[config.mk]
export PLATFORM = sky130hd
export DESIGN_NAME = lcs_status_regs
export DESIGN_NICKNAME = d
export VERILOG_FILES = /design/src/rtl/lcs_pkg.sv /design/src/rtl/lcs_status_regs.sv
export SDC_FILE = /design/constraint.sdc
export NUM_CORES = 1
export LEC_CHECK = 0
export BUFFER_PORTS_ARGS = -buffer_cell sky130_fd_sc_hd__buf_2
export CORE_MARGIN = 4
export CORE_UTILIZATION = 48
export CTS_CLUSTER_DIAMETER = 50
export DETAILED_ROUTE_END_ITERATION = 6
export PLACE_DENSITY = 0.88
export SLEW_MARGIN = 10
export SYNTH_ARGS = -nofsm -noshare
export SYNTH_HDL_FRONTEND = slang
export SYNTH_SLANG_ARGS = --single-unit
[constraint.sdc]
create_clock -name clk_sys -period 4.89 [get_ports clk_sys]
set_input_delay 0.489 -clock clk_sys [delete_from_list [all_inputs] [get_ports clk_sys]]
set_output_delay 0.489 -clock clk_sys [all_outputs]
set_load 0.05 [all_outputs]
[src/rtl/lcs_pkg.sv]
// constants for the link condition status register bank
// assumes a 32-bit axi4-lite master and a symbol pair classifier on clk_sys
// Function
// - five-bit fixed revision code sits in bits 15..11 of the first status word
// - carrier loss bit reads the inverse of the received-energy input
// - prior condition loads only when leaving quiet, master, halt or long idle
// - prior condition codes: 00 quiet, 01 master, 10 halt, 11 long idle
// - current condition codes 000 noise through 111 long idle as listed
// - the tracker's single state bit is readable in the first status word
// - unknown flag set while recognising, cleared once a condition is known
// - sixteen like symbols enter a condition, four for idle
// - three-bit like pair counter; at seven update condition, clear unknown
// - short idle is declared after two idle symbol pairs
// - second read-only status word at index 0x11 reports filter and connection state
// - second word packs filter, insertion, scrub, connection, signal, flags, break cause
// - first status word at index 0x10, read-only, reports tracker status
// - repeat filter phase codes: 00 repeat, 01 idle, 10 halt one, 11 halt two
// - connection phase codes 0000 off to 1001 maintenance, 1010..1111 reserved
package lcs_pkg;
  // printed offsets are word indexes; byte address is four times the index
  localparam logic [7:0] LCS_IDX_LINK_COND = 8'h10;
  localparam logic [7:0] LCS_IDX_FILT_CONN = 8'h11;
  localparam logic [9:0] LCS_ADDR_LINK_COND = {LCS_IDX_LINK_COND, 2'b00};
  localparam logic [9:0] LCS_ADDR_FILT_CONN = {LCS_IDX_FILT_CONN, 2'b00};
  localparam int LCS_ADDR_W = 10;

  // first status word field positions
  localparam int LCS_REV_LSB = 11;
  localparam int LCS_LOSS_BIT = 10;
  localparam int LCS_PRIOR_LSB = 8;
  localparam int LCS_CUR_LSB = 5;
  localparam int LCS_STATE_BIT = 4;
  localparam int LCS_UNKNOWN_BIT = 3;

  // current condition codes; symbol pair classes share them, idle pairs use 011
  localparam logic [2:0] LCS_COND_NOISE = 3'h0;
  localparam logic [2:0] LCS_COND_ACTIVE = 3'h1;
  localparam logic [2:0] LCS_COND_UNDEF = 3'h2;
  localparam logic [2:0] LCS_COND_SHORT_IDLE = 3'h3;
  localparam logic [2:0] LCS_COND_QUIET = 3'h4;
  localparam logic [2:0] LCS_COND_MASTER = 3'h5;
  localparam logic [2:0] LCS_COND_HALT = 3'h6;
  localparam logic [2:0] LCS_COND_LONG_IDLE = 3'h7;
  localparam logic [2:0] LCS_CLS_IDLE = 3'h3;

  localparam logic [2:0] LCS_PAIRS_FULL = 3'h7;
  localparam logic [2:0] LCS_PAIRS_IDLE = 3'h1;

  // reset values
  localparam logic [2:0] LCS_RST_COND = LCS_COND_NOISE;
  localparam logic [1:0] LCS_RST_PRIOR = 2'h0;
  localparam logic [2:0] LCS_RST_CNT = 3'h0;

  localparam logic [1:0] LCS_RESP_OKAY = 2'h0;
  localparam logic [1:0] LCS_RESP_DECERR = 2'h3;

  typedef enum logic {LCS_SEARCH, LCS_HOLD} lcs_track_e;
endpackage

[src/rtl/lcs_status_regs.sv]
// link condition tracker and its two read-only status words on axi4-lite
// assumes classified symbol pairs and filter/connection state come from logic on clk_sys
`timescale 1ns/100ps
module lcs_status_regs #(
  parameter logic [4:0] REVISION_CODE = 5'h15 // arbitrary value
) (
  // clock and reset
  input wire logic clk_sys,
  input wire logic rst_n,
  // axi4-lite write address and data
  input wire logic s_axi_awvalid,
  output logic s_axi_awready,
  input wire logic [lcs_pkg::LCS_ADDR_W-1:0] s_axi_awaddr,
  input wire logic s_axi_wvalid,
  output logic s_axi_wready,
  input wire logic [31:0] s_axi_wdata,
  input wire logic [3:0] s_axi_wstrb,
  // axi4-lite write response
  output logic s_axi_bvalid,
  input wire logic s_axi_bready,
  output logic [1:0] s_axi_bresp,
  // axi4-lite read
  input wire logic s_axi_arvalid,
  output logic s_axi_arready,
  input wire logic [lcs_pkg::LCS_ADDR_W-1:0] s_axi_araddr,
  output logic s_axi_rvalid,
  input wire logic s_axi_rready,
  output logic [31:0] s_axi_rdata,
  output logic [1:0] s_axi_rresp,
  // received energy pin
  input wire logic rx_energy_input,
  // classified symbol pairs
  input wire logic pair_valid,
  input wire logic [2:0] pair_class,
  // filter and connection state
  input wire logic [1:0] repeat_filter_phase,
  input wire logic [1:0] insertion_phase,
  input wire logic scrub_flag,
  input wire logic [3:0] connection_phase,
  input wire logic signalling_bit,
  input wire logic link_flag_a,
  input wire logic link_flag_b,
  input wire logic link_flag_c,
  input wire logic [2:0] break_cause_code
);
  import lcs_pkg::*;

  // received energy synchroniser
  logic sync1_q, sync2_q, sync3_q, energy_q, energy_d, loss_q, loss_d;

  always_comb begin
    energy_d = (sync2_q == sync3_q) ? sync3_q : energy_q;
    loss_d = ~energy_q;
  end

  always_ff @(posedge clk_sys or negedge rst_n) begin
    if (!rst_n) begin
      sync1_q <= 1'b0;
      sync2_q <= 1'b0;
      sync3_q <= 1'b0;
      energy_q <= 1'b0;
      loss_q <= 1'b1;
    end else begin
      sync1_q <= rx_energy_input;
      sync2_q <= sync1_q;
      sync3_q <= sync2_q;
      energy_q <= energy_d;
      loss_q <= loss_d;
    end
  end

  // link condition tracker
  lcs_track_e state_q, state_d;
  logic [2:0] cur_q, cur_d, last_q, last_d, cnt_q, cnt_d;
  logic [1:0] prior_q, prior_d;
  logic unknown_q, unknown_d;

  always_comb begin
    state_d = state_q;
    cur_d = cur_q;
    last_d = last_q;
    cnt_d = cnt_q;
    unknown_d = unknown_q;
    if (pair_valid) begin
      if (pair_class != last_q) begin
        // a different pair restarts recognition
        last_d = pair_class;
        cnt_d = LCS_RST_CNT;
        unknown_d = 1'b1;
        state_d = LCS_SEARCH;
      end else if (cnt_q != LCS_PAIRS_FULL) begin
        cnt_d = cnt_q + 3'h1;
        if (cnt_d == LCS_PAIRS_FULL) begin
          // eight like pairs, sixteen symbols
          cur_d = (pair_class == LCS_CLS_IDLE) ? LCS_COND_LONG_IDLE : pair_class;
          unknown_d = 1'b0;
          state_d = LCS_HOLD;
        end else if (pair_class == LCS_CLS_IDLE && cnt_d == LCS_PAIRS_IDLE) begin
          // two idle pairs, four symbols
          cur_d = LCS_COND_SHORT_IDLE;
          unknown_d = 1'b0;
        end
      end
    end
    prior_d = prior_q;
    // only the four upper codes are remembered; their low bits are the prior code
    if (cur_d != cur_q && cur_q[2]) begin
      prior_d = cur_q[1:0];
    end
  end

  always_ff @(posedge clk_sys or negedge rst_n) begin
    if (!rst_n) begin
      state_q <= LCS_SEARCH;
      cur_q <= LCS_RST_COND;
      last_q <= LCS_RST_COND;
      cnt_q <= LCS_RST_CNT;
      prior_q <= LCS_RST_PRIOR;
      unknown_q <= 1'b1;
    end else begin
      state_q <= state_d;
      cur_q <= cur_d;
      last_q <= last_d;
      cnt_q <= cnt_d;
      prior_q <= prior_d;
      unknown_q <= unknown_d;
    end
  end

  // status words
  logic [15:0] word_a, word_b;
  always_comb begin
    word_a = {REVISION_CODE, loss_q, prior_q, cur_q, state_q == LCS_HOLD, unknown_q,
              cnt_q};
    word_b = {repeat_filter_phase, insertion_phase, scrub_flag, connection_phase,
              signalling_bit, link_flag_a, link_flag_b, link_flag_c,
              break_cause_code};
  end

  // axi4-lite slave; writes are accepted and ignored, both words are read-only
  logic aw_full_q, aw_full_d, w_full_q, w_full_d, bvalid_q, bvalid_d;
  logic awready_q, awready_d, wready_q, wready_d;
  logic [1:0] bresp_q, bresp_d, rresp_q, rresp_d;
  logic [LCS_ADDR_W-1:0] waddr_q, waddr_d;
  logic arready_q, arready_d, rvalid_q, rvalid_d;
  logic [31:0] rdata_q, rdata_d;

  function automatic logic lcs_mapped(input logic [LCS_ADDR_W-1:0] a);
    lcs_mapped = (a == LCS_ADDR_LINK_COND) || (a == LCS_ADDR_FILT_CONN);
  endfunction

  always_comb begin
    aw_full_d = aw_full_q;
    w_full_d = w_full_q;
    waddr_d = waddr_q;
    bvalid_d = bvalid_q;
    bresp_d = bresp_q;
    if (s_axi_awvalid && awready_q) begin
      aw_full_d = 1'b1;
      waddr_d = s_axi_awaddr;
    end
    if (s_axi_wvalid && wready_q) begin
      w_full_d = 1'b1;
    end
    if (bvalid_q && s_axi_bready) begin
      bvalid_d = 1'b0;
    end
    if (aw_full_q && w_full_q && !bvalid_q) begin
      bvalid_d = 1'b1;
      bresp_d = lcs_mapped(waddr_q) ? LCS_RESP_OKAY : LCS_RESP_DECERR;
      aw_full_d = 1'b0;
      w_full_d = 1'b0;
    end
    awready_d = ~aw_full_d;
    wready_d = ~w_full_d;
  end

  always_comb begin
    arready_d = arready_q;
    rvalid_d = rvalid_q;
    rdata_d = rdata_q;
    rresp_d = rresp_q;
    if (rvalid_q && s_axi_rready) begin
      rvalid_d = 1'b0;
      arready_d = 1'b1;
    end
    if (s_axi_arvalid && arready_q) begin
      // a read only samples the words, no state changes
      arready_d = 1'b0;
      rvalid_d = 1'b1;
      rresp_d = LCS_RESP_OKAY;
      unique case (s_axi_araddr)
        LCS_ADDR_LINK_COND: rdata_d = {16'h0000, word_a};
        LCS_ADDR_FILT_CONN: rdata_d = {16'h0000, word_b};
        default: begin
          rdata_d = 32'h0000_0000;
          rresp_d = LCS_RESP_DECERR;
        end
      endcase
    end
  end

  always_ff @(posedge clk_sys or negedge rst_n) begin
    if (!rst_n) begin
      aw_full_q <= 1'b0;
      w_full_q <= 1'b0;
      waddr_q <= '0;
      bvalid_q <= 1'b0;
      bresp_q <= LCS_RESP_OKAY;
      awready_q <= 1'b1;
      wready_q <= 1'b1;
      arready_q <= 1'b1;
      rvalid_q <= 1'b0;
      rdata_q <= 32'h0000_0000;
      rresp_q <= LCS_RESP_OKAY;
    end else begin
      aw_full_q <= aw_full_d;
      w_full_q <= w_full_d;
      waddr_q <= waddr_d;
      bvalid_q <= bvalid_d;
      bresp_q <= bresp_d;
      awready_q <= awready_d;
      wready_q <= wready_d;
      arready_q <= arready_d;
      rvalid_q <= rvalid_d;
      rdata_q <= rdata_d;
      rresp_q <= rresp_d;
    end
  end

  assign s_axi_awready = awready_q;
  assign s_axi_wready = wready_q;
  assign s_axi_bvalid = bvalid_q;
  assign s_axi_bresp = bresp_q;
  assign s_axi_arready = arready_q;
  assign s_axi_rvalid = rvalid_q;
  assign s_axi_rdata = rdata_q;
  assign s_axi_rresp = rresp_q;

  // checks
  logic [15:0] word_a_seen;
  assign word_a_seen = rdata_q[15:0];

  property p_loss_inverse;
    @(posedge clk_sys) disable iff (!rst_n)
    (sync2_q == sync3_q) |-> ##2 loss_q == ~$past(sync3_q, 2);
  endproperty
  a_loss_inverse: assert property (p_loss_inverse) else $error("loss bit not inverse");

  property p_rev_read;
    @(posedge clk_sys) disable iff (!rst_n)
    (s_axi_arvalid && arready_q && s_axi_araddr == LCS_ADDR_LINK_COND)
      |=> rvalid_q && word_a_seen[15:11] == REVISION_CODE && word_a_seen[4] == $past(state_q == LCS_HOLD);
  endproperty
  a_rev_read: assert property (p_rev_read) else $error("first word read wrong");

  property p_prior_hold;
    @(posedge clk_sys) disable iff (!rst_n)
    (cur_d == cur_q || !cur_q[2]) |=> $stable(prior_q);
  endproperty
  a_prior_hold: assert property (p_prior_hold) else $error("prior changed wrongly");

  property p_prior_load;
    @(posedge clk_sys) disable iff (!rst_n)
    (cur_d != cur_q && cur_q[2]) |=> prior_q == $past(cur_q[1:0]);
  endproperty
  a_prior_load: assert property (p_prior_load) else $error("prior not loaded");

  property p_full_count;
    @(posedge clk_sys) disable iff (!rst_n)
    (pair_valid && pair_class == last_q && cnt_q == 3'h6 && pair_class != LCS_CLS_IDLE)
      |=> cur_q == $past(pair_class) && !unknown_q && cnt_q == LCS_PAIRS_FULL;
  endproperty
  a_full_count: assert property (p_full_count) else $error("eight pairs not recognised");

  property p_short_idle;
    @(posedge clk_sys) disable iff (!rst_n)
    (pair_valid && pair_class == LCS_CLS_IDLE && last_q == LCS_CLS_IDLE && cnt_q == 3'h0)
      |=> cur_q == LCS_COND_SHORT_IDLE && !unknown_q;
  endproperty
  a_short_idle: assert property (p_short_idle) else $error("short idle missed");

  property p_unknown_set;
    @(posedge clk_sys) disable iff (!rst_n)
    (pair_valid && pair_class != last_q) |=> unknown_q && cnt_q == 3'h0 ##1 1'b1;
  endproperty
  a_unknown_set: assert property (p_unknown_set) else $error("unknown flag not set");

  property p_enter_count;
    @(posedge clk_sys) disable iff (!rst_n)
    (cur_q != $past(cur_q))
      |-> cnt_q == LCS_PAIRS_FULL || (cnt_q == LCS_PAIRS_IDLE && cur_q == LCS_COND_SHORT_IDLE);
  endproperty
  a_enter_count: assert property (p_enter_count) else $error("condition entered early");

  property p_word_b;
    @(posedge clk_sys) disable iff (!rst_n)
    (s_axi_arvalid && arready_q && s_axi_araddr == LCS_ADDR_FILT_CONN)
      |=> rdata_q == {16'h0000, $past(word_b)} && rresp_q == LCS_RESP_OKAY;
  endproperty
  a_word_b: assert property (p_word_b) else $error("second word read wrong");

  property p_read_quiet;
    @(posedge clk_sys) disable iff (!rst_n)
    (s_axi_arvalid && arready_q && !pair_valid) |=> $stable(cur_q) && $stable(cnt_q) && $stable(unknown_q);
  endproperty
  a_read_quiet: assert property (p_read_quiet) else $error("read disturbed tracker");
endmodule // lcs_status_regs

**Yosys cells after proc, flatten, opt, wreduce, memory -nomap -nowiden**

Index checks and enable logic that the tools add are counted.

- Reduce and logical (&&, ||, !) cells: 21
- Muxes and demuxes: 28
- Equal/unequal tests: 11
- Bitwise operators: 3
- $add $sub $neg: 1

Operators by type and width:

| cell | number |
|---|---|
| 10-bit by 7-bit equality test with 1-bit output, second input constant | 4 |
| 16-bit one-hot mux with 2 select lines | 1 |
| 3-bit 2-to-1 mux | 8 |
| 1-bit 2-to-1 mux | 17 |
| 1-bit logical AND | 9 |
| 2-bit nonzero test | 4 |
| 3-bit != test | 2 |
| 3-bit AND reduction | 2 |
| 2-bit 2-to-1 mux | 2 |
| 2-bit AND reduction | 2 |
| 3-bit by 1-bit adder with 3-bit output, second input constant | 1 |
| 3-bit by 1-bit equality test with 1-bit output, second input constant | 1 |
| 3-bit by 2-bit equality test with 1-bit output, second input constant | 1 |
| 3-bit equality test, second input constant | 1 |
| 3-bit != test, second input constant | 1 |
| 1-bit inverter | 3 |
| 3-bit nonzero test | 1 |
| 2-bit OR reduction | 1 |
| 1-bit equality test | 1 |
| 1-bit logical NOT | 1 |
| 1-bit logical OR | 1 |

- Bits of input ports: 84
- Output and inout port bits: 41
- Flip-flop bits (word level): 71
- Logic and storage cells: 86

**Depth between registers and ports, before layout**

- Depth after elaboration: 10
- Gate-level depth with buffers: 7
- Gate-level depth less buffers: 7

**Worst setup path before layout**

No wires, ideal clock.

- Path kind: flip-flop to flip-flop
- Start point: reg cnt_q[0]
- End point: reg prior_q[0]
- Path buffers: 0
- Clock period less this slack: 1.989 ns
- Setup time: 0.128 ns
- Required time: 4.762 ns
- Data arrival time: 1.861 ns
- Stages on the path, launching flop included: 8
- Setup slack: 2.901 ns
- Cells stage by stage: dfrtp_1 -> ha_1 -> ha_1 -> and2_1 -> a41oi_1 -> nor3_4 -> o2111a_2 -> mux2_1

- Longest elaborated chain between the ends: 10
- Elaborated cells on any way between the ends: 12
- Classes of those cells: 1 x add/sub; 4 x eq/ne; 5 x mux; 2 x reduce/logical

RTL lines:

| item | line | RTL |
|---|---|---|
| from (decl) | lcs_status_regs.sv:74 | `logic [2:0] cur_q, cur_d, last_q, last_d, cnt_q, cnt_d;` |
| from (signal assigned) | lcs_status_regs.sv:124 | `cnt_q <= cnt_d;` |
| 3-bit by 1-bit adder with 3-bit output | lcs_status_regs.sv:92 | `cnt_d = cnt_q + 3'h1;` |
| 3-bit by 1-bit equality test with 1-bit output | lcs_status_regs.sv:98 | `end else if (pair_class == LCS_CLS_IDLE && cnt_d == LCS_PAIRS_IDLE) begin` |
| 1-bit logical AND | lcs_status_regs.sv:98 |  |
| 3-bit 2-to-1 mux | lcs_status_regs.sv:98 |  |
| 3-bit 2-to-1 mux | lcs_status_regs.sv:93 | `if (cnt_d == LCS_PAIRS_FULL) begin` |
| 3-bit 2-to-1 mux (*) | lcs_status_regs.sv:91 | `end else if (cnt_q != LCS_PAIRS_FULL) begin` |
| 3-bit 2-to-1 mux (*) | lcs_status_regs.sv:85 | `if (pair_class != last_q) begin` |
| 3-bit 2-to-1 mux (*) | lcs_status_regs.sv:84 | `if (pair_valid) begin` |
| 3-bit != test (*) | lcs_status_regs.sv:107 | `if (cur_d != cur_q && cur_q[2]) begin` |
| 1-bit logical AND (*) | lcs_status_regs.sv:107 |  |
| to (signal assigned) | lcs_status_regs.sv:125 | `prior_q <= prior_d;` |
| to (decl) | lcs_status_regs.sv:75 | `logic [1:0] prior_q, prior_d;` |

Every way passes the cells marked *; elsewhere a longest branch is shown, timed or not.
A chain may end at the register's enable or synchronous reset.

**Worst setup path after layout**

Same ends and word-level chain as after synthesis.

==> results.txt <==
status - finished, final reports clean
initial antenna violation count - 0
initial drt markers - 45
Final Power - 0.001178 W
Startpoint Class - flop
clk sinks - 52
largest family of logic cells by synthesized area - multiplexers
Slew headroom - 56.40%
asr flop ratio synth - 100.0%
diodes inserted - 0
num ports - 125
synth top area cells - dfrtp_1 (49%), mux2_2 (6.1%), buf_4 (5.7%)
PD cells - 421.1 mW/mm^2
final non-filler cell area - 0.002798 mm^2
Worst Path Max Fanout - 5
DIE HEIGHT - 78.45 um
Worst Setup SP - cnt_q[0]
floorplan core area - 0.004755 mm^2
synth cell count leaders - dfrtp_1 (47), nand2_1 (25), buf_4 (18)
CTS tree - built
max-slew violations - 0
R2R Setup Slk - 2.69 ns
flip-flop and latch area - 0.001308 mm^2
largest net degree at the start of global routing - 53
ys flop type - dfrtp_1
Worst VDD drop - 0.0001834 V
Distinct cells, synth - 38
Post-CTS Setup Inserts - 0
WL final - 4571 um
crit path DAT - 2.39 ns
DP HPWL - 3520 um
switching share of power - 36.79%
post-synthesis simple-gate area fraction - 9.244%
layout cells sized above 1 - 37.32%
CTS H-Tree Depth - 2
nets - 363
Tightest Hold Check Type - input pin to asynchronous set/reset pin
Synth Area in Adders - 2.521%
Synth Area in Compound Gates - 9.716%
CP required - 5.09 ns
#FFs+latches synth - 52
port bufs - 71
Pint - 0.0007447 W
register area share after synthesis - 54.88%
Wirelength per Cell - 13.33 um
critical path capture point type - flop
clk_skew - 0.006398 ns
number of flops mapped to enable cells by yosys - 0
Hold Fails Final Rpt - 0
Clk network pwr share - 21.5%
r2r worst-path depth - 7
cell taking the most area after synthesis - dfrtp_1
max_cap viols - 0
Tightest Pin Transition - 0.6524 ns
Vias/cell - 4.825
Comb power frac - 29.1%
Critical Path Sink - prior_q[0]
post_cts resized - 0
most common cell in the netlist - dfrtp_1
CTS Buf Count - 5
dpl cell area - 0.002699 mm^2
Period Utilization, post-route - 44.90%
P_leak - 1.413 nW
total number of vias - 1655
Final setup viols - 0
Syn Area/Cell - 11.40 um^2
post-layout min period - 2.195 ns
Reg power frac - 49.4%
GR Overflow Total - 0
root buf cell - clkbuf_8
post-synthesis instance area - 0.002382 mm^2
row cnt - 25
cts hold-fix bufs - 0
fmax - 455.5 MHz
Crit Reg-Reg Startpoint - cnt_q[0]
vias in the first global route - 1620
global-route usage over all layers - 15.67%
Area Growth Syn to Fin - 17.44%
Warnings, synthesis - 0
DRC viols - 0
R2R Path End - prior_q[0]
Multi-input gate area - 910.9 um^2
initial core utilization - 50.11%
Util after Layout - 58.84%
Clk Latency, worst-skew pair - 0.31 ns
Max clock buf depth - 2
RSZ-0062 raised after global routing - false
die width - 78.45 um
Post-Synthesis Cells - 209
routability cong. - 0.7479
Crit Path Category - flop to flop
first-pass GRT wire length - 7458 um
DR pass1 iterations - 4
Post-Synth XOR/XNOR Area - 2.101%
ANT nets after route - 0
proportion of netlist area held by the largest area contributor - 49.37%
Die ar. - 0.006154 mm^2
Clock Pin Slew Worst Setup and Hold Paths - 0.10 ns
Post-Route Setup TNS - 0 ns
multiplexer share of the synthesized area - 12.13%
switching power - 0.0004335 W
Fillers - 427
-- kinds of logic (layout without fill, tap and decap cells) --
logic type | after synthesis | in the layout
AO/OA/AOI/OAI | 38 | 38
flip-flops | 52 | 52
adder cells (fa/ha/maj) | 5 | 5
multiplexers | 27 | 27
other | 1 | 16
buffers and inverters | 38 | 90
AND/OR/NAND/NOR | 44 | 44
XOR/XNOR | 4 | 4
-- metrics by stage --
stage | instances | setup slack, ns | hold slack, ns
finish | 343 | 2.695 | 0.1820
global route | 343 | 2.518 | 0.2200
CTS | 343 | 2.671 | 0.2665
detailed placement | 335 | 2.714 | 0.3450
global placement | 335 | 2.747 | 0.3312
floorplan | 224 | 2.901 | 0.1934
-- critical path, stage by stage (launching register included) --
cell and delay [ns]:
dfrtp_1 0.44, ha_1 0.22, ha_1 0.30, and2_1 0.22, a41oi_1 0.11, nor3_4 0.23
o2111a_2 0.25, mux2_1 0.32
-- worst min-delay path by stage --
| stage | from | to | depth (start not counted) | slack [ns] |
|---|---|---|---|---|
| floorplan | rst_n | aw_full_q | 0 | 0.19 |
| global placement | sync1_q | sync2_q | 0 | 0.33 |
| detailed placement | sync1_q | sync2_q | 0 | 0.35 |
| CTS | rx_energy_input | sync1_q | 1 | 0.27 |
| global route | rst_n | aw_full_q | 1 | 0.22 |
| finish | rst_n | s_axi_bresp[0] | 1 | 0.18 |
-- final cells by class --
cell class / count / area share [%]
clock inverter: 3 / 0.9839
inverter: 11 / 1.476
sequential: 52 / 46.74
clock buffer: 5 / 2.460
tap: 67 / 2.996
timing repair buffer: 71 / 12.79
multi-input combinational: 134 / 32.56
-- routing by layer --
layer  GRT usage [%]  share of wire, %  up-vias
li1                -                 -      806
met1           17.64                41      780
met2           27.31                50       60
met3           5.046               7.1        9
met4           6.469               2.0        0
met5               0                 0        -
-- power groups by stage --
| stage | combinational (W) | sequential [W] | clock [W] |
|---|---|---|---|
| final | 0.000343 | 0.000582 | 0.000254 |
| after global routing | 0.000370 | 0.000593 | 0.000283 |
| after CTS | 0.000347 | 0.000582 | 0.000263 |
| after detailed placement | 0.000345 | 0.000592 | 0 |
| after global placement | 0.000337 | 0.000583 | 0 |
| after floorplan | 0.000208 | 0.000658 | 0 |
-- flip-flops by register name, indices dropped and copies added, names as in the netlist, 2 cells and up --
name,cells
cnt_q,3
cur_q,3
last_q,3
prior_q,2
s_axi_rdata,16
waddr_q,9
-- placed cells by master (no fill, tap or decap), types with 3 or more instances in the layout --
master	netlist	final
clkbuf_8	0	5
dfrtp_1	47	47
o21ai_0	13	13
mux2_2	13	13
conb_1	1	16
nand3_1	3	3
nand2_1	25	25
o21ai_1	10	10
a21oi_1	4	4
buf_2	2	70
dfstp_2	5	5
mux2i_1	12	12
inv_1	11	11
nor2_1	6	6
ha_1	4	4
(Power assumes the default switching activity.)
